### src/design/tm16_defines.svh
// ==========================================
// Purpose: Constants for the 16-bit timer
// Assumes: Included by bare name
// Notes: Offsets are byte addresses
`ifndef TM16_DEFINES_SVH
`define TM16_DEFINES_SVH
`define TM16_ADR_CTRL 5'h00
`define TM16_ADR_CNT 5'h04
`define TM16_ADR_CMPA 5'h08
`define TM16_ADR_CMPB 5'h0c
`define TM16_ADR_CAPT 5'h10
`define TM16_ADR_FLAG 5'h14
`define TM16_ADR_PIN 5'h18
`define TM16_F_MODE 3:0
`define TM16_F_COMA 5:4
`define TM16_F_COMB 7:6
`define TM16_F_CS 10:8
`define TM16_B_DIRA 11
`define TM16_B_DIRB 12
`define TM16_B_FRCA 13
`define TM16_B_FRCB 14
`define TM16_B_OVF 0
`define TM16_B_CMPA 1
`define TM16_B_CMPB 2
`define TM16_B_CAPT 3
`define TM16_RST_CNT 16'h0000
`define TM16_MAX 16'hffff
`define TM16_TOP8 16'h00ff
`define TM16_TOP9 16'h01ff
`define TM16_TOP10 16'h03ff
`define TM16_WM_NORM 4'h0
`define TM16_WM_CTCA 4'h4
`define TM16_WM_FIX8 4'h5
`define TM16_WM_FIX9 4'h6
`define TM16_WM_FIX10 4'h7
`define TM16_WM_CTCC 4'hc
`define TM16_WM_FCAP 4'he
`define TM16_WM_FCMP 4'hf
`define TM16_COM_OFF 2'h0
`define TM16_COM_TGL 2'h1
`define TM16_COM_CLR 2'h2
`define TM16_COM_SET 2'h3
`define TM16_CS_1 3'h1
`define TM16_CS_8 3'h2
`define TM16_CS_64 3'h3
`define TM16_CS_256 3'h4
`define TM16_CS_1024 3'h5
`define TM16_DIV8 10'h007
`define TM16_DIV64 10'h03f
`define TM16_DIV256 10'h0ff
`define TM16_DIV1024 10'h3ff
`endif

### src/design/tm16_pkg.sv
// ==========================================
// Purpose: Types shared by the timer modules
// Assumes: Nothing
// Notes: All module state is one packed struct
package tm16_pkg;
    typedef enum logic [1:0] {mc_normal, mc_ctc, mc_fast, mc_idle} tm16_class_t;
    typedef struct packed {
        logic [15:0] cnt;
        logic [15:0] cmp_a;
        logic [15:0] buf_a;
        logic [15:0] cmp_b;
        logic [15:0] buf_b;
        logic [15:0] capt;
        logic [3:0] mode;
        logic [1:0] com_a;
        logic [1:0] com_b;
        logic [2:0] cs;
        logic dir_a;
        logic dir_b;
        logic frc_a;
        logic frc_b;
        logic ovf;
        logic flag_a;
        logic flag_b;
        logic flag_c;
        logic block;
        logic wait_r;
        logic [31:0] rdata;
        logic pin_a;
        logic pin_a_oe;
        logic pin_b;
        logic pin_b_oe;
    } tm16_top_t;
    typedef struct packed {
        logic [9:0] count;
        logic tick;
    } tm16_pre_t;
    typedef struct packed {
        logic oc;
    } tm16_chan_t;
endpackage

### src/design/tm16_chan_if.sv
// ==========================================
// Purpose: Link between counter core and one compare channel
// Assumes: Single clock mclk
// Notes: Match is combinational, output state is registered
`timescale 1ns/1ps
interface tm16_chan_if;
    import tm16_pkg::*;
    logic tick;
    logic block;
    tm16_class_t cls;
    logic [15:0] top;
    logic [15:0] cnt;
    logic [15:0] cmp;
    logic [1:0] com;
    logic frc;
    logic wrap;
    logic tgl_ok;
    logic match;
    logic oc;
    modport ctl (output tick, block, cls, top, cnt, cmp, com, frc, wrap, tgl_ok,
        input match, oc);
    modport unit (input tick, block, cls, top, cnt, cmp, com, frc, wrap, tgl_ok,
        output match, oc);
endinterface

### src/design/tm16_channel.sv
// ==========================================
// Purpose: One compare channel with its waveform state
// Assumes: Counter core drives the link each cycle
// Notes: Bottom action wins over a match in the same tick
`timescale 1ns/1ps
`include "tm16_defines.svh"
module tm16_channel (
    input wire logic mclk,
    input wire logic rstn,
    tm16_chan_if.unit ch
);
    import tm16_pkg::*;
    tm16_chan_t q;
    tm16_chan_t d;
    logic fits;

    function automatic logic act(input logic [1:0] com, input logic oc);
        case (com)
            `TM16_COM_TGL: act = ~oc;
            `TM16_COM_CLR: act = 1'b0;
            `TM16_COM_SET: act = 1'b1;
            default: act = oc;
        endcase
    endfunction

    // in fast PWM, no match while compare lies above top
    assign fits = (ch.cls != mc_fast) || (ch.cmp <= ch.top);
    assign ch.match = ch.tick && !ch.block && (ch.cls != mc_idle) && fits
        && (ch.cnt == ch.cmp);

    // Output state update
    always_comb begin
        d = q;
        if (ch.cls inside {mc_normal, mc_ctc}) begin
            // set, clear or toggle on match
            if (ch.frc || ch.match) begin
                d.oc = act(ch.com, q.oc);
            end
        end else if (ch.cls == mc_fast) begin
            // polarity: clear code bottom-set, set code bottom-clear
            unique case (ch.com)
                `TM16_COM_OFF: d.oc = q.oc;
                // toggle only when compare A is top
                `TM16_COM_TGL: d.oc = (ch.tgl_ok && ch.match) ? ~q.oc : q.oc;
                // bottom wins, giving spike or constant level
                `TM16_COM_CLR: d.oc = ch.wrap ? 1'b1 : (ch.match ? 1'b0 : q.oc);
                `TM16_COM_SET: d.oc = ch.wrap ? 1'b0 : (ch.match ? 1'b1 : q.oc);
            endcase
        end
    end

    // State register
    always_ff @(posedge mclk or negedge rstn) begin
        if (!rstn) begin
            q <= '0;
        end else begin
            q <= d;
        end
    end

    assign ch.oc = q.oc;
endmodule

### src/design/tm16_prescale.sv
// ==========================================
// Purpose: Timer tick divider
// Assumes: Select codes 0, 6 and 7 stop the timer
// Notes: Tick is a one-cycle enable pulse
`timescale 1ns/1ps
`include "tm16_defines.svh"
module tm16_prescale (
    input wire logic mclk,
    input wire logic rstn,
    input wire logic [2:0] cs,
    output logic tick
);
    import tm16_pkg::*;
    tm16_pre_t q;
    tm16_pre_t d;

    function automatic logic due(input logic [2:0] sel, input logic [9:0] c);
        case (sel)
            `TM16_CS_1: due = 1'b1;
            `TM16_CS_8: due = ((c & `TM16_DIV8) == `TM16_DIV8);
            `TM16_CS_64: due = ((c & `TM16_DIV64) == `TM16_DIV64);
            `TM16_CS_256: due = ((c & `TM16_DIV256) == `TM16_DIV256);
            `TM16_CS_1024: due = (c == `TM16_DIV1024);
            default: due = 1'b0;
        endcase
    endfunction

    // divide by 1, 8, 64, 256 or 1024
    always_comb begin
        d.count = q.count + 10'h001;
        d.tick = due(cs, q.count);
    end

    // State register
    always_ff @(posedge mclk or negedge rstn) begin
        if (!rstn) begin
            q <= '0;
        end else begin
            q <= d;
        end
    end

    assign tick = q.tick;
endmodule

### src/design/tm16_top.sv
// ==========================================
// Purpose: 16-bit timer, normal, clear-on-compare and fast PWM
// Assumes: Avalon-MM slave, one clock mclk at 10 MHz
// Notes: Dual-slope mode codes freeze the counter
//
// Chosen here: the placing of the registers and the Avalon-MM slave port.
`timescale 1ns/1ps
`include "tm16_defines.svh"

module tm16_top (
    input wire logic mclk,
    input wire logic rstn,
    input wire logic [4:0] avs_address,
    input wire logic avs_read,
    input wire logic avs_write,
    input wire logic [31:0] avs_writedata,
    input wire logic [3:0] avs_byteenable,
    input wire logic [3:0] flag_ack,
    output logic [31:0] avs_readdata,
    output logic avs_waitrequest,
    output logic waveform_output_a,
    output logic waveform_output_a_oe,
    output logic waveform_output_b,
    output logic waveform_output_b_oe
);
    import tm16_pkg::*;

    // ==========================================
    // Declarations
    tm16_top_t q;
    tm16_top_t d;
    tm16_class_t cls;
    logic [15:0] top;
    logic [15:0] ctrl_img;
    logic [15:0] wv;
    logic [31:0] rd;
    logic [3:0] clr;
    logic [4:0] adr;
    logic pre_tick;
    logic req;
    logic acc;
    logic wr_cnt;
    logic hit;
    logic ovf_set;
    tm16_chan_if ch_a ();
    tm16_chan_if ch_b ();

    // ==========================================
    // Helpers
    function automatic tm16_class_t cls_of(input logic [3:0] m);
        case (m)
            `TM16_WM_NORM: cls_of = mc_normal;
            `TM16_WM_CTCA, `TM16_WM_CTCC: cls_of = mc_ctc;
            `TM16_WM_FIX8, `TM16_WM_FIX9, `TM16_WM_FIX10: cls_of = mc_fast;
            `TM16_WM_FCAP, `TM16_WM_FCMP: cls_of = mc_fast;
            default: cls_of = mc_idle;
        endcase
    endfunction

    function automatic logic [15:0] top_of(input logic [3:0] m,
        input logic [15:0] ca, input logic [15:0] cp);
        case (m)
            `TM16_WM_CTCA, `TM16_WM_FCMP: top_of = ca;
            `TM16_WM_CTCC, `TM16_WM_FCAP: top_of = cp;
            `TM16_WM_FIX8: top_of = `TM16_TOP8;
            `TM16_WM_FIX9: top_of = `TM16_TOP9;
            `TM16_WM_FIX10: top_of = `TM16_TOP10;
            default: top_of = `TM16_MAX;
        endcase
    endfunction

    function automatic logic [15:0] res_mask(input logic [3:0] m);
        case (m)
            `TM16_WM_FIX8: res_mask = `TM16_TOP8;
            `TM16_WM_FIX9: res_mask = `TM16_TOP9;
            `TM16_WM_FIX10: res_mask = `TM16_TOP10;
            default: res_mask = `TM16_MAX;
        endcase
    endfunction

    function automatic logic [15:0] merge16(input logic [15:0] old,
        input logic [15:0] nw, input logic [1:0] be);
        merge16 = {be[1] ? nw[15:8] : old[15:8], be[0] ? nw[7:0] : old[7:0]};
    endfunction

    // ==========================================
    // Submodules
    // prescaled tick source
    tm16_prescale u_pre (
        .mclk(mclk),
        .rstn(rstn),
        .cs(q.cs),
        .tick(pre_tick)
    );

    tm16_channel u_ch_a (
        .mclk(mclk),
        .rstn(rstn),
        .ch(ch_a.unit)
    );

    tm16_channel u_ch_b (
        .mclk(mclk),
        .rstn(rstn),
        .ch(ch_b.unit)
    );

    // Decode of mode, top and bus request
    // counting class decoded from the mode field alone
    assign cls = cls_of(q.mode);
    // top from capture, compare A or a fixed constant
    assign top = top_of(q.mode, q.cmp_a, q.capt);
    assign hit = pre_tick && !q.block && (q.cnt == top);
    assign adr = {avs_address[4:2], 2'b00};
    assign req = avs_read || avs_write;
    assign acc = req && !q.wait_r;
    assign wr_cnt = acc && avs_write && (adr == `TM16_ADR_CNT);
    assign ctrl_img = {3'b000, q.dir_b, q.dir_a, q.cs, q.com_b, q.com_a, q.mode};

    // Channel links
    assign ch_a.tick = pre_tick;
    assign ch_a.block = q.block;
    assign ch_a.cls = cls;
    assign ch_a.top = top;
    assign ch_a.cnt = q.cnt;
    assign ch_a.cmp = q.cmp_a;
    assign ch_a.com = q.com_a;
    assign ch_a.frc = q.frc_a;
    assign ch_a.wrap = hit && (cls == mc_fast);
    assign ch_a.tgl_ok = (q.mode == `TM16_WM_FCMP);
    assign ch_b.tick = pre_tick;
    assign ch_b.block = q.block;
    assign ch_b.cls = cls;
    assign ch_b.top = top;
    assign ch_b.cnt = q.cnt;
    assign ch_b.cmp = q.cmp_b;
    assign ch_b.com = q.com_b;
    assign ch_b.frc = q.frc_b;
    assign ch_b.wrap = hit && (cls == mc_fast);
    assign ch_b.tgl_ok = 1'b0;

    // ==========================================
    // Read data selection
    always_comb begin
        rd = 32'h0000_0000;
        case (adr)
            `TM16_ADR_CTRL: rd[15:0] = ctrl_img;
            `TM16_ADR_CNT: rd[15:0] = q.cnt;
            `TM16_ADR_CMPA: rd[15:0] = q.buf_a;
            `TM16_ADR_CMPB: rd[15:0] = q.buf_b;
            `TM16_ADR_CAPT: rd[15:0] = q.capt;
            `TM16_ADR_FLAG: rd[3:0] = {q.flag_c, q.flag_b, q.flag_a, q.ovf};
            `TM16_ADR_PIN: rd[1:0] = {ch_b.oc, ch_a.oc};
            default: rd = 32'h0000_0000;
        endcase
    end

    // Flag clear sources, interrupt taken or write of ones
    // interrupt acknowledge clears its flag
    always_comb begin
        clr = flag_ack;
        if (acc && avs_write && adr == `TM16_ADR_FLAG && avs_byteenable[0]) begin
            clr = flag_ack | avs_writedata[3:0];
        end
    end

    // overflow at top in fast PWM
    assign ovf_set = pre_tick && ((cls inside {mc_normal, mc_ctc} && q.cnt == `TM16_MAX)
        || (cls == mc_fast && hit));

    // ==========================================
    // Next state
    always_comb begin
        d = q;
        wv = 16'h0000;
        d.frc_a = 1'b0;
        d.frc_b = 1'b0;
        // Counter advance on tick only
        if (pre_tick) begin
            d.block = 1'b0;
            unique case (cls)
                mc_normal: d.cnt = q.cnt + 16'h0001;
                mc_ctc: d.cnt = hit ? `TM16_RST_CNT : q.cnt + 16'h0001;
                mc_fast: begin
                    if (hit) begin
                        d.cnt = `TM16_RST_CNT;
                        d.cmp_a = q.buf_a;
                        d.cmp_b = q.buf_b;
                    end else begin
                        d.cnt = q.cnt + 16'h0001;
                    end
                end
                mc_idle: d.cnt = q.cnt;
            endcase
        end
        // Sticky flags, set wins over clear
        d.ovf = ovf_set || (q.ovf && !clr[`TM16_B_OVF]);
        d.flag_a = ch_a.match || (q.flag_a && !clr[`TM16_B_CMPA]);
        d.flag_b = ch_b.match || (q.flag_b && !clr[`TM16_B_CMPB]);
        // capture flag at top in modes 12 and 14
        d.flag_c = (hit && (q.mode == `TM16_WM_CTCC || q.mode == `TM16_WM_FCAP))
            || (q.flag_c && !clr[`TM16_B_CAPT]);
        // Bus handshake, one wait cycle per access
        if (acc) begin
            d.wait_r = 1'b1;
        end else if (req) begin
            d.wait_r = 1'b0;
            d.rdata = rd;
        end
        if (acc && avs_write) begin
            case (adr)
                `TM16_ADR_CTRL: begin
                    wv = merge16(ctrl_img, avs_writedata[15:0], avs_byteenable[1:0]);
                    d.mode = wv[`TM16_F_MODE];
                    d.com_a = wv[`TM16_F_COMA];
                    d.com_b = wv[`TM16_F_COMB];
                    d.cs = wv[`TM16_F_CS];
                    d.dir_a = wv[`TM16_B_DIRA];
                    d.dir_b = wv[`TM16_B_DIRB];
                    d.frc_a = wv[`TM16_B_FRCA];
                    d.frc_b = wv[`TM16_B_FRCB];
                end
                `TM16_ADR_CNT: begin
                    // counter write taken at any time
                    d.cnt = merge16(q.cnt, avs_writedata[15:0], avs_byteenable[1:0]);
                    d.block = 1'b1;
                end
                `TM16_ADR_CMPA: begin
                    wv = merge16(q.buf_a, avs_writedata[15:0], avs_byteenable[1:0]);
                    wv = wv & res_mask(q.mode);
                    d.buf_a = wv;
                    if (cls != mc_fast) begin
                        d.cmp_a = wv;
                    end
                end
                `TM16_ADR_CMPB: begin
                    wv = merge16(q.buf_b, avs_writedata[15:0], avs_byteenable[1:0]);
                    wv = wv & res_mask(q.mode);
                    d.buf_b = wv;
                    if (cls != mc_fast) begin
                        d.cmp_b = wv;
                    end
                end
                `TM16_ADR_CAPT: d.capt = merge16(q.capt, avs_writedata[15:0],
                    avs_byteenable[1:0]);
                default: d.capt = q.capt;
            endcase
        end
        d.pin_a = ch_a.oc && q.dir_a;
        d.pin_a_oe = q.dir_a;
        d.pin_b = ch_b.oc && q.dir_b;
        d.pin_b_oe = q.dir_b;
    end

    // State register
    always_ff @(posedge mclk or negedge rstn) begin
        if (!rstn) begin
            q <= '0;
            q.wait_r <= 1'b1;
        end else begin
            q <= d;
        end
    end

    // Outputs straight from flops
    assign avs_readdata = q.rdata;
    assign avs_waitrequest = q.wait_r;
    assign waveform_output_a = q.pin_a;
    assign waveform_output_a_oe = q.pin_a_oe;
    assign waveform_output_b = q.pin_b;
    assign waveform_output_b_oe = q.pin_b_oe;
endmodule
### config.mk
export PLATFORM = sky130hd
export DESIGN_NAME = tm16_top
export DESIGN_NICKNAME = d
export VERILOG_FILES = /design/src/design/tm16_pkg.sv /design/src/design/tm16_chan_if.sv /design/src/design/tm16_channel.sv /design/src/design/tm16_prescale.sv /design/src/design/tm16_top.sv
export VERILOG_INCLUDE_DIRS = /design/src /design/src/design
export SDC_FILE = /design/constraint.sdc
export NUM_CORES = 1
export LEC_CHECK = 0
export BUFFER_PORTS_ARGS = -buffer_cell sky130_fd_sc_hd__buf_2
export CORE_UTILIZATION = 26
export CTS_CLUSTER_SIZE = 16
export DETAILED_ROUTE_END_ITERATION = 8
export PLACE_DENSITY = 0.51
export SYNTH_ARGS = -nofsm -noshare
export SYNTH_HDL_FRONTEND = slang
export SYNTH_SLANG_ARGS = --single-unit
### constraint.sdc
create_clock -name mclk -period 3.5 [get_ports mclk]
set_input_delay 0.175 -clock mclk [delete_from_list [all_inputs] [get_ports mclk]]
set_output_delay 0.175 -clock mclk [all_outputs]
set_load 0.03 [all_outputs]
==> results.yml, run 1 <==
yosys:
  synth_most_common_cell: "dfrtp_1"
  synthDistinctLibCells: 81
  synth-seq-area-share_pct: 37.5
  synth.largest_area_cell: "dfrtp_1"
  yosys-top-cells-count: "dfrtp_1 (149), nand2_1 (84), nor2_1 (83)"
  synth.cell_area_um2: 10000
  synth_edf_count: 0
  synth_cells: 1076
  yosys_warnings: 0
  synth_seq_cells: 150
  synth_top_cell_area_share_pct: 37.3
  synthFlopType: "dfrtp_1"
  yosys-top-cells-area: "dfrtp_1 (37%), mux2_2 (7.0%), ha_1 (5.1%)"
  syn_area_per_cell_um2: 9.30
  synthArstFlopShare_pct: 100
setup_path:
  worstPathArrival_ps: 4020
  crit_top_cell: "a31oi_1"
  reg2reg_depth: 13
  critPathRequiredTime_ps: 3850
  end_kind: "register"
  max_stage_delay_ps: 540
  startpoint_type: "register"
  ff2ff_setup_slack_ps: -170
  path_cells: "or3_4, buf_4, o221a_4, ha_4, nand4_1, or4_4, or2_4, o311a_4, nor4b_4, a31oi_1, o31ai_2, a31oi_1, a31o_1"
  rr_startpoint: "ctrl_img[3]"
  worstSetupPathType: "reg -> reg"
  r2r-end: "u_ch_a.ch.oc"
  critPathSlowestCell: "or4_4"
  crit_fanout: 7
finish:
  filler_cell_count: 3845
  design_area_um2: 12200
  final_nets: 1263
  drive_above_1_share_pct: 26.0
  area.growth.synth_to_final_pct: 21.5
global_routing:
  grt_overflow: 0
  grt_pass1_vias: 8673
  grt.total_usage_pct: 19.4
  grt_pass1_wl_um: 55900
  antenna_found_initial: 0
  grt_max_degree: 78
outcome:
  status: "complete, but fails checks"
  violations: "negative setup slack"
timing:
  setup_ws_ps: -168
  rsz0062_at_grt: "yes"
  finalHoldViolCount: 0
  clock.fmax_ghz: 0.273
  min_period_ps: 3670
  fin_hold_ws_ps: 17.9
  setup_violations: 1
  worst_pin_slew_ps: 1040
  slew_viol_final: 0
  post-route-period-util_pct: 105
  clock-skew-final_ps: 18.4
  relSlewSlack_pct: 30.7
cts:
  clk_pin_slew_worst_paths_ps: 80
  cts_tree: "done"
  cts_buffer_depth: 2
  h-tree-depth: 4
  cts_inserted_buffers: 17
  clockRootBuffer: "clkbuf_16"
  clock-sinks: 150
  worst_skew_pair.late_latency_ps: 450
placed_design:
  postPlaceCellArea_um2: 11200
  numPortBuffers: 49
  dp_hpwl_um: 27900
  post-place-ws_ps: -333
  finalWeightedCongestion: 0.938
detailed_routing:
  drc_errors: 0
  drt_pass1_iterations: 5
  wl_per_cell_um: 22.0
  wirelength_um: 37400
  num_vias: 8823
  drt_iter0_markers: 847
  ant_nets: 0
  viasPerCell: 5.20
job:
  drv_cap: 0
floorplanning:
  coreArea_um2: 37800
  rows: 71
  die_w_um: 198
  die-area_um2: 39300
  io_pins: 86
  initial_core_util_pct: 26.5
  die_y_um: 198
power:
  p_leak_nw: 5.33
  power.total_mw: 11.2
  cellPowerDensity_nw_per_um2: 917
  peakVddDrop_uv: 349
worst_hold_path:
  holdPathEnd: "ctrl_img[8]"
  whs_path_depth: 2
  hold_path_class: "in -> reg"
  hold_start: "avs_writedata[8]"
area by class of cell:
type	count	area [um^2]	share of cell area, %
inverter	38	143	1.17
sequential	150	3760	30.9
clock inverter	14	140	1.15
multi-input combinational	805	5830	47.9
tap	511	639	5.26
timing repair buffer	161	1220	10.1
antenna	1	2.50	0.0206
clock buffer	18	429	3.53
worst max-delay path, delay by kind of cell, from the launching register on:
kind,cells,cell delay [ps]
buffers and inverters,1,160
AOI/OAI and AO/OA,6,1050
and+or+nand+nor,5,1640
DFF,1,430
adders and majority gates,1,270
routing by layer:
layer,part of all wire [%],vias to the layer above,GRT usage (%)
met4,2.4,0,6.60
met1,47,4390,27.4
met5,0,-,0
met3,5.1,51,2.81
met2,45,306,30.1
li1,-,4076,-
state kept, by name (all words and copies together), names as in the netlist, 2 cells and up:
name and flops:
ch_a.cnt 16, q 52, u_pre.q 10, ch_b.com 2
ch_b.cmp 16, ch_a.cmp 16, avs_readdata 16, ctrl_img 9
ch_a.com 2
cells in the final DEF, fill, tap and decap left out, types with 6 or more instances in the layout:
master	instances
nand2b_1	24
xnor2_1	22
nand4b_1	6
inv_6	7
nor2_1	81
nor4_1	7
o22ai_1	36
o211ai_1	7
conb_1	16
or4_1	8
a31oi_1	21
buf_2	48
nand4_1	12
o21ai_0	47
nor3_1	9
xor2_1	27
nor2b_1	7
dfrtp_1	148
nand2_1	83
inv_1	36
nand3_1	27
a211oi_1	7
buf_4	97
ha_1	37
clkbuf_16	18
nand3b_1	6
and3_1	11
a22o_1	13
a22oi_1	7
and2_1	6
a21oi_1	59
mux2i_1	40
mux2_2	62
and3b_1	8
metrics by stage:
step                utilization, %  setup TNS [ps]  instances
floorplan                        -           -85.0       1091
global placement              29.8            -298       1649
detailed placement            29.8            -389       1649
CTS                           31.8            -240       1692
global route                  32.2            -317       1697
finish                        32.2            -168       1698
kinds of logic (layout without fill, tap and decap cells):
family	after synthesis	count (layout)	synth area share (%)
buf+inv	136	231	6.89
flops	150	150	37.5
fa+ha+maj	41	41	5.13
other cells	1	17	0.0375
compound gates	257	257	17.0
xor+xnor	50	50	4.45
mux	103	103	11.2
simple gates	338	338	17.8
power breakdown:
| group | switching, mW | total (mW) | internal, mW |
|---|---|---|---|
| sequential | 0.987 | 3.39 | 2.41 |
| clock | 0.877 | 1.88 | 0.999 |
| combinational | 3.25 | 5.88 | 2.63 |
worst max path at each step:
stage                      startpoint      endpoint  slack [ps]  cells past startpoint
after floorplan           ctrl_img[0]  u_ch_a.ch.oc         -80                     15
after global placement    ctrl_img[1]  u_ch_a.ch.oc        -300                     13
after detailed placement  ctrl_img[1]  u_ch_a.ch.oc        -330                     13
after CTS                 ctrl_img[1]  u_ch_a.ch.oc        -240                     14
after global routing      ctrl_img[3]  u_ch_a.ch.oc        -270                     13
final                     ctrl_img[3]  u_ch_a.ch.oc        -170                     13
repair_timing:
action	in CTS	in global routing
gates resized for setup	13	27
pin swaps	11	16
gates cloned	1	1
endpoints found under the hold margin	32	0
setup endpoints to repair	5	34
setup buffers	6	4
hold buffers	4	0
No activity file was read; power rests on OpenSTA's default activity.
==> run 2: changes to the inputs <==
--- a/config.mk
+++ b/config.mk
@@ -10,6 +10,7 @@
 export CORE_UTILIZATION = 26
 export CTS_CLUSTER_SIZE = 16
 export DETAILED_ROUTE_END_ITERATION = 8
+export GPL_TIMING_DRIVEN = 0
 export PLACE_DENSITY = 0.51
 export SYNTH_ARGS = -nofsm -noshare
 export SYNTH_HDL_FRONTEND = slang
==> constraint.sdc (replaced) <==
create_clock -name mclk -period 3.5 [get_ports mclk]
set_input_delay 0.7 -clock mclk [delete_from_list [all_inputs] [get_ports mclk]]
set_output_delay 0.7 -clock mclk [all_outputs]
set_load 0.03 [all_outputs]
==> results.yml, run 2 (same netlist as run 1, synthesis figures left out) <==
detailed_routing:
  drt_pass1_iterations: 5
  wl_met3_um: 2460
  highest_layer: "met4"
  drt_iter0_markers: 1015
  met1Wirelength_um: 17100
  wirelength_um: 36900
  wl_per_cell_um: 21.8
  drc_errors: 0
  ant_nets: 0
  wl_met2_um: 16400
  viasPerCell: 5.23
  num_vias: 8874
finish:
  drive_above_1_share_pct: 23.0
  mostFrequentLayoutCell: "dfrtp_1"
  diodes: 0
  final_nets: 1262
  final_cell_mix: "dfrtp_1 (147), nand2_1 (84), nor2_1 (77)"
  largest_reg_flops: 52
  filler_cell_count: 3959
  area.growth.synth_to_final_pct: 19.4
  design_area_um2: 11900
  fin_util_pct: 31.6
  regMostFlops: "q"
timing:
  rsz0062_at_grt: "yes"
  relSlewSlack_pct: 29.6
  post-route-period-util_pct: 113
  clock-skew-final_ps: 10.5
  setup_violations: 10
  worst_pin_slew_ps: 1060
  clock.fmax_ghz: 0.253
  slew_viol_final: 0
  fin_hold_ws_ps: 203
  setup_ws_ps: -450
  min_period_ps: 3950
  finalHoldViolCount: 0
placed_design:
  post-place-ws_ps: -1090
  numPortBuffers: 46
  postPlaceCellArea_um2: 11100
  dp_hpwl_um: 28000
  finalWeightedCongestion: 0.970
global_routing:
  grt.total_usage_pct: 19.1
  grt_overflow: 0
  grt_pass1_vias: 8480
  antenna_found_initial: 0
  grt_pass1_wl_um: 54800
  grt_max_degree: 85
setup_path:
  max_stage_delay_ps: 520
  worstSetupPathType: "reg -> reg"
  critPathSlowestCell: "or4_1"
  r2r-end: "u_ch_a.ch.oc"
  ff2ff_setup_slack_ps: -450
  path_cells: "buf_6, or4_1, a31oi_2, ha_1, a21oi_1, o21ai_1, a221o_1, o311a_4, nor4b_4, a21oi_2, o31ai_2, a31oi_1, a31o_1"
  rr_startpoint: "ctrl_img[3]"
  reg2reg_depth: 13
  critPathRequiredTime_ps: 3830
  end_kind: "register"
  crit_fanout: 10
  startpoint_type: "register"
  worstPathArrival_ps: 4280
floorplanning:
  rows: 71
  initial_core_util_pct: 26.5
  die-area_um2: 39300
  coreArea_um2: 37800
  die_w_um: 198
  io_pins: 86
  die_y_um: 198
power:
  peakVddDrop_uv: 315
  p_leak_nw: 5.16
  power.total_mw: 10.8
  cellPowerDensity_nw_per_um2: 902
cts:
  clockRootBuffer: "clkbuf_16"
  worst_skew_pair.late_latency_ps: 440
  h-tree-depth: 4
  cts_inserted_buffers: 17
  cts_buffer_depth: 2
  clk_pin_slew_worst_paths_ps: 60
  cts_tree: "done"
  clock-sinks: 150
outcome:
  violations: "negative setup slack"
  status: "complete, but fails checks"
job:
  drv_cap: 0
worst_hold_path:
  hold_path_class: "in -> async"
[run 2: cell types whose count changed in the layout (fill, tap and decap cells not counted), sizes merged, moves of 3 or more]
cell,delta
buf,-38
clkbuf,+42
clkinv,+6
clkinvlp,-3
dlygate4sd3,-4
inv,-3
[run 2: what timing repair did]
item	CTS	global route
pin swaps	1	17
resized for setup	15	33
endpoints found under the setup margin	61	50
cloned	0	1
buffers inserted	3	12
hold buffers	0	0
[run 2: layout make-up]
type	instances	area, um^2	area share [%]
Buffer	97	582	4.87
Inverter	38	143	1.19
Clock buffer	18	429	3.59
Multi-Input combinational cell	805	5870	49.1
Tap cell	511	639	5.35
Clock inverter	14	143	1.19
Sequential cell	150	3760	31.4
Timing Repair Buffer	63	385	3.23
[run 2: per-layer routing]
metal	track usage, %	up-vias
met4	6.55	0
met1	26.7	4376
met2	29.3	368
met5	0	-
met3	3.32	52
li1	-	4078
[run 2: per-stage QoR]
stage	TNS, ps	instances
5_1_grt	-2560	1696
4_1_cts	-1280	1684
3_3_place_gp	-153280	1648
2_1_floorplan	-85.0	1091
3_5_place_dp	-51790	1649
6_report	-743	1696
[run 2: critical path, delay by kind of cell, from the launching register on]
family / cells / cell delay, ps
compound gates: 9 / 1970
buf+inv: 1 / 160
flops: 1 / 470
fa+ha+maj: 1 / 310
simple gates: 2 / 930
[run 2: worst max path at each step]
stage	from	to	slack (ps)	cells past startpoint
global route	ctrl_img[3]	u_ch_a.ch.oc	-560	15
finish	ctrl_img[3]	u_ch_a.ch.oc	-450	13
floorplan	ctrl_img[0]	u_ch_a.ch.oc	-80	15
CTS	ctrl_img[0]	u_ch_a.ch.oc	-560	15
global placement	avs_address[4]	ch_b.cmp[5]	-1070	8
detailed placement	avs_address[4]	ch_b.cmp[2]	-1090	8
[run 2: power breakdown]
group	leakage, nW	internal, mW	switching, mW	total (mW)
registers	1.87	2.41	0.858	3.27
logic	3.02	2.33	3.34	5.67
clock network	0.275	0.999	0.843	1.84
total	5.16	5.74	5.04	10.8
==> run 3: changes to the inputs <==
--- a/config.mk
+++ b/config.mk
@@ -6,6 +6,7 @@
 export SDC_FILE = /design/constraint.sdc
 export NUM_CORES = 1
 export LEC_CHECK = 0
+export ABC_AREA = 1
 export BUFFER_PORTS_ARGS = -buffer_cell sky130_fd_sc_hd__buf_2
 export CORE_UTILIZATION = 26
 export CTS_CLUSTER_SIZE = 16
==> results.yml, run 3 <==
setup_path:
  worstPathArrival_ps: 3770
  critPathSlowestCell: "dfrtp_1"
  critPathRequiredTime_ps: 3880
  reg2reg_depth: 22
  startpoint_type: "register"
  max_stage_delay_ps: 360
  crit_fanout: 7
  crit_top_cell: "nand2_1"
  path_cells: "buf_2, inv_1, nand3_1, o21ai_0, nor2_1, nand2_1, inv_1, ha_1, nand2_1, nor2_1, nand4_1, nor2_1, nand3_1, nand3_1, nand2_2, nand3b_1, nand2_1, nor2_1, nand2_1, nor2_1, nand2_1, nand2_1"
  end_kind: "register"
  worstSetupPathType: "reg -> reg"
detailed_routing:
  drt_iter0_markers: 876
  ant_nets: 0
  wl_per_cell_um: 18.3
  drc_errors: 0
  drt_pass1_iterations: 6
  num_vias: 9735
  wirelength_um: 37200
  viasPerCell: 4.79
cts:
  clock-sinks: 150
  h-tree-depth: 4
  worst_skew_pair.late_latency_ps: 440
  cts_tree: "done"
  cts_inserted_buffers: 17
  clk_pin_slew_worst_paths_ps: 70
  cts_buffer_depth: 2
  clockRootBuffer: "clkbuf_16"
floorplanning:
  initial_core_util_pct: 26.4
  rows: 72
  die-area_um2: 40000
  coreArea_um2: 38600
  die_y_um: 200
  die_w_um: 200
  io_pins: 86
power:
  p_leak_nw: 5.62
  power.total_mw: 10.4
  net-switching-power_mw: 5.03
  cellInternalPower_mw: 5.34
  cellPowerDensity_nw_per_um2: 878
  peakVddDrop_uv: 468
  switching_share_pct: 48.5
  p_comb_share_pct: 52.6
  power_frac_clock_pct: 18.4
  seq_power_share_pct: 29.0
worst_hold_path:
  hold_path_class: "in -> async"
finish:
  drive_above_1_share_pct: 13.1
  final_nets: 1591
  largest_reg_flops: 52
  final_cell_mix: "nand2_1 (354), inv_1 (181), dfrtp_1 (148)"
  design_area_um2: 11800
  mostFrequentLayoutCell: "nand2_1"
  filler_cell_count: 4225
  area.growth.synth_to_final_pct: 15.9
  regMostFlops: "q"
timing:
  fin_setup_tns_ps: 0
  worst_pin_slew_ps: 994
  min_period_ps: 3390
  rsz0062_at_grt: "yes"
  clock-skew-final_ps: 11.5
  clock.fmax_ghz: 0.295
  relSlewSlack_pct: 33.2
  setup_violations: 0
  slew_viol_final: 0
  finalHoldViolCount: 0
  post-route-period-util_pct: 96.9
yosys:
  synth.cell_area_um2: 10200
  synth_compound_area_share_pct: 17.9
  synth_edf_count: 0
  synth-seq-area-share_pct: 36.9
  yosys_warnings: 0
  synthXorXnorAreaFrac_pct: 3.43
  synth-adder-area-share_pct: 5.04
  synth_top_cell_area_share_pct: 36.6
  synth.largest_area_cell: "dfrtp_1"
  synthMuxAreaShare_pct: 1.55
  synthDistinctLibCells: 49
  synth_top_family_by_area: "simple AND/OR/NAND/NOR gates"
  syn_area_per_cell_um2: 7.19
  synthArstFlopShare_pct: 100
  yosys-top-cells-count: "nand2_1 (356), inv_1 (181), dfrtp_1 (149)"
  synth_cells: 1416
  synth_simple_gate_area_share_pct: 23.1
  synth_most_common_cell: "nand2_1"
  yosys-top-cells-area: "dfrtp_1 (37%), nand2_1 (13%), inv_1 (6.7%)"
  synth_seq_cells: 150
  synthFlopType: "dfrtp_1"
job:
  drv_cap: 0
placed_design:
  dp_hpwl_um: 29800
  numPortBuffers: 49
  finalWeightedCongestion: 0.941
  postPlaceCellArea_um2: 11200
outcome:
  status: "complete, no violations"
global_routing:
  antenna_found_initial: 1
  grt_pass1_vias: 9270
  grt.total_usage_pct: 19.2
  grt_overflow: 0
  grt_pass1_wl_um: 56400
  grt_max_degree: 115
-- run 3: cell types whose count changed after synthesis, sizes merged, moves of 23 or more --
cell / change
a21oi: +52
a31oi: -23
inv: +151
mux2: -48
mux2i: -40
nand2: +276
nand2b: -24
nand3: +23
o21ai: +133
o22ai: -23
-- run 3: metal layers --
metal | up-vias | share of wire, % | GRT usage, %
met5 | - | 0 | 0
met4 | 0 | 2.7 | 6.59
met3 | 55 | 5.4 | 3.01
met2 | 318 | 46 | 31.1
met1 | 4621 | 46 | 26.0
li1 | 4741 | - | -
-- run 3: through the flow --
step | cells | utilization, % | hold slack (ps) | worst slack, ps
after floorplan | 1431 | - | 374 | 968
after global placement | 1998 | 28.8 | 411 | -808
after detailed placement | 1999 | 28.9 | 407 | -91.9
after CTS | 2031 | 30.5 | 148 | 14.5
after global routing | 2032 | 30.5 | 162 | -143
final | 2033 | 30.5 | 136 | 107
-- run 3: timing repair --
| action | 4_1_cts | 5_1_grt |
|---|---|---|
| hold buffers | 0 | 0 |
| setup buffers | 0 | 1 |
| pin swaps | 0 | 2 |
| endpoints found under the setup margin | 1 | 4 |
| resized for setup | 1 | 10 |
-- run 3: cell type report --
class | count | area [um^2] | share of cell area, %
diodes | 1 | 2.50 | 0.0212
inverters | 191 | 717 | 6.07
clock inverters | 15 | 170 | 1.44
flip-flops and latches | 150 | 3760 | 31.8
plain buffers | 89 | 509 | 4.31
repair buffers | 51 | 290 | 2.46
multi-input cells | 1001 | 5290 | 44.8
well taps | 518 | 648 | 5.49
clock buffers | 17 | 425 | 3.60
-- run 3: worst paths after layout --
path	slack (ps)	from	endpoint
worst min register to register	430	ctrl_img[12]	waveform_output_b_oe
min in group mclk	430	ctrl_img[12]	waveform_output_b_oe
max in group asynchronous	2380	rstn	ctrl_img[8]
worst max register to register	110	ctrl_img[0]	u_ch_a.ch.oc
worst min-delay path	140	rstn	ch_a.cnt[2]
worst max-delay path	110	ctrl_img[0]	u_ch_a.ch.oc
-- run 3: critical path, delay by kind of cell (launching register included) --
kind / cells / cell delay, ps
AO/OA/AOI/OAI: 1 / 260
adder cells (fa/ha/maj): 1 / 270
buffers and inverters: 3 / 400
flip-flops: 1 / 360
AND/OR/NAND/NOR: 17 / 2040
-- run 3: power groups by stage --
stage | clock network [mW] | logic, mW | registers (mW)
2_1_floorplan | 0 | 3.83 | 2.87
4_1_cts | 1.95 | 5.37 | 3.00
3_5_place_dp | 0 | 5.34 | 3.02
6_report | 1.91 | 5.45 | 3.01
5_1_grt | 2.01 | 6.11 | 3.09
3_3_place_gp | 0 | 5.26 | 3.01
-- run 3: kinds of logic (layout without fill, tap and decap cells) --
| kind of cell | after synthesis | count (layout) |
|---|---|---|
| AND/OR/NAND/NOR | 550 | 550 |
| AO/OA/AOI/OAI | 341 | 341 |
| buffers and inverters | 280 | 363 |
| flip-flops | 150 | 150 |
| adder cells (fa/ha/maj) | 41 | 41 |
| XOR/XNOR | 39 | 39 |
| multiplexers | 14 | 14 |
| other | 1 | 17 |
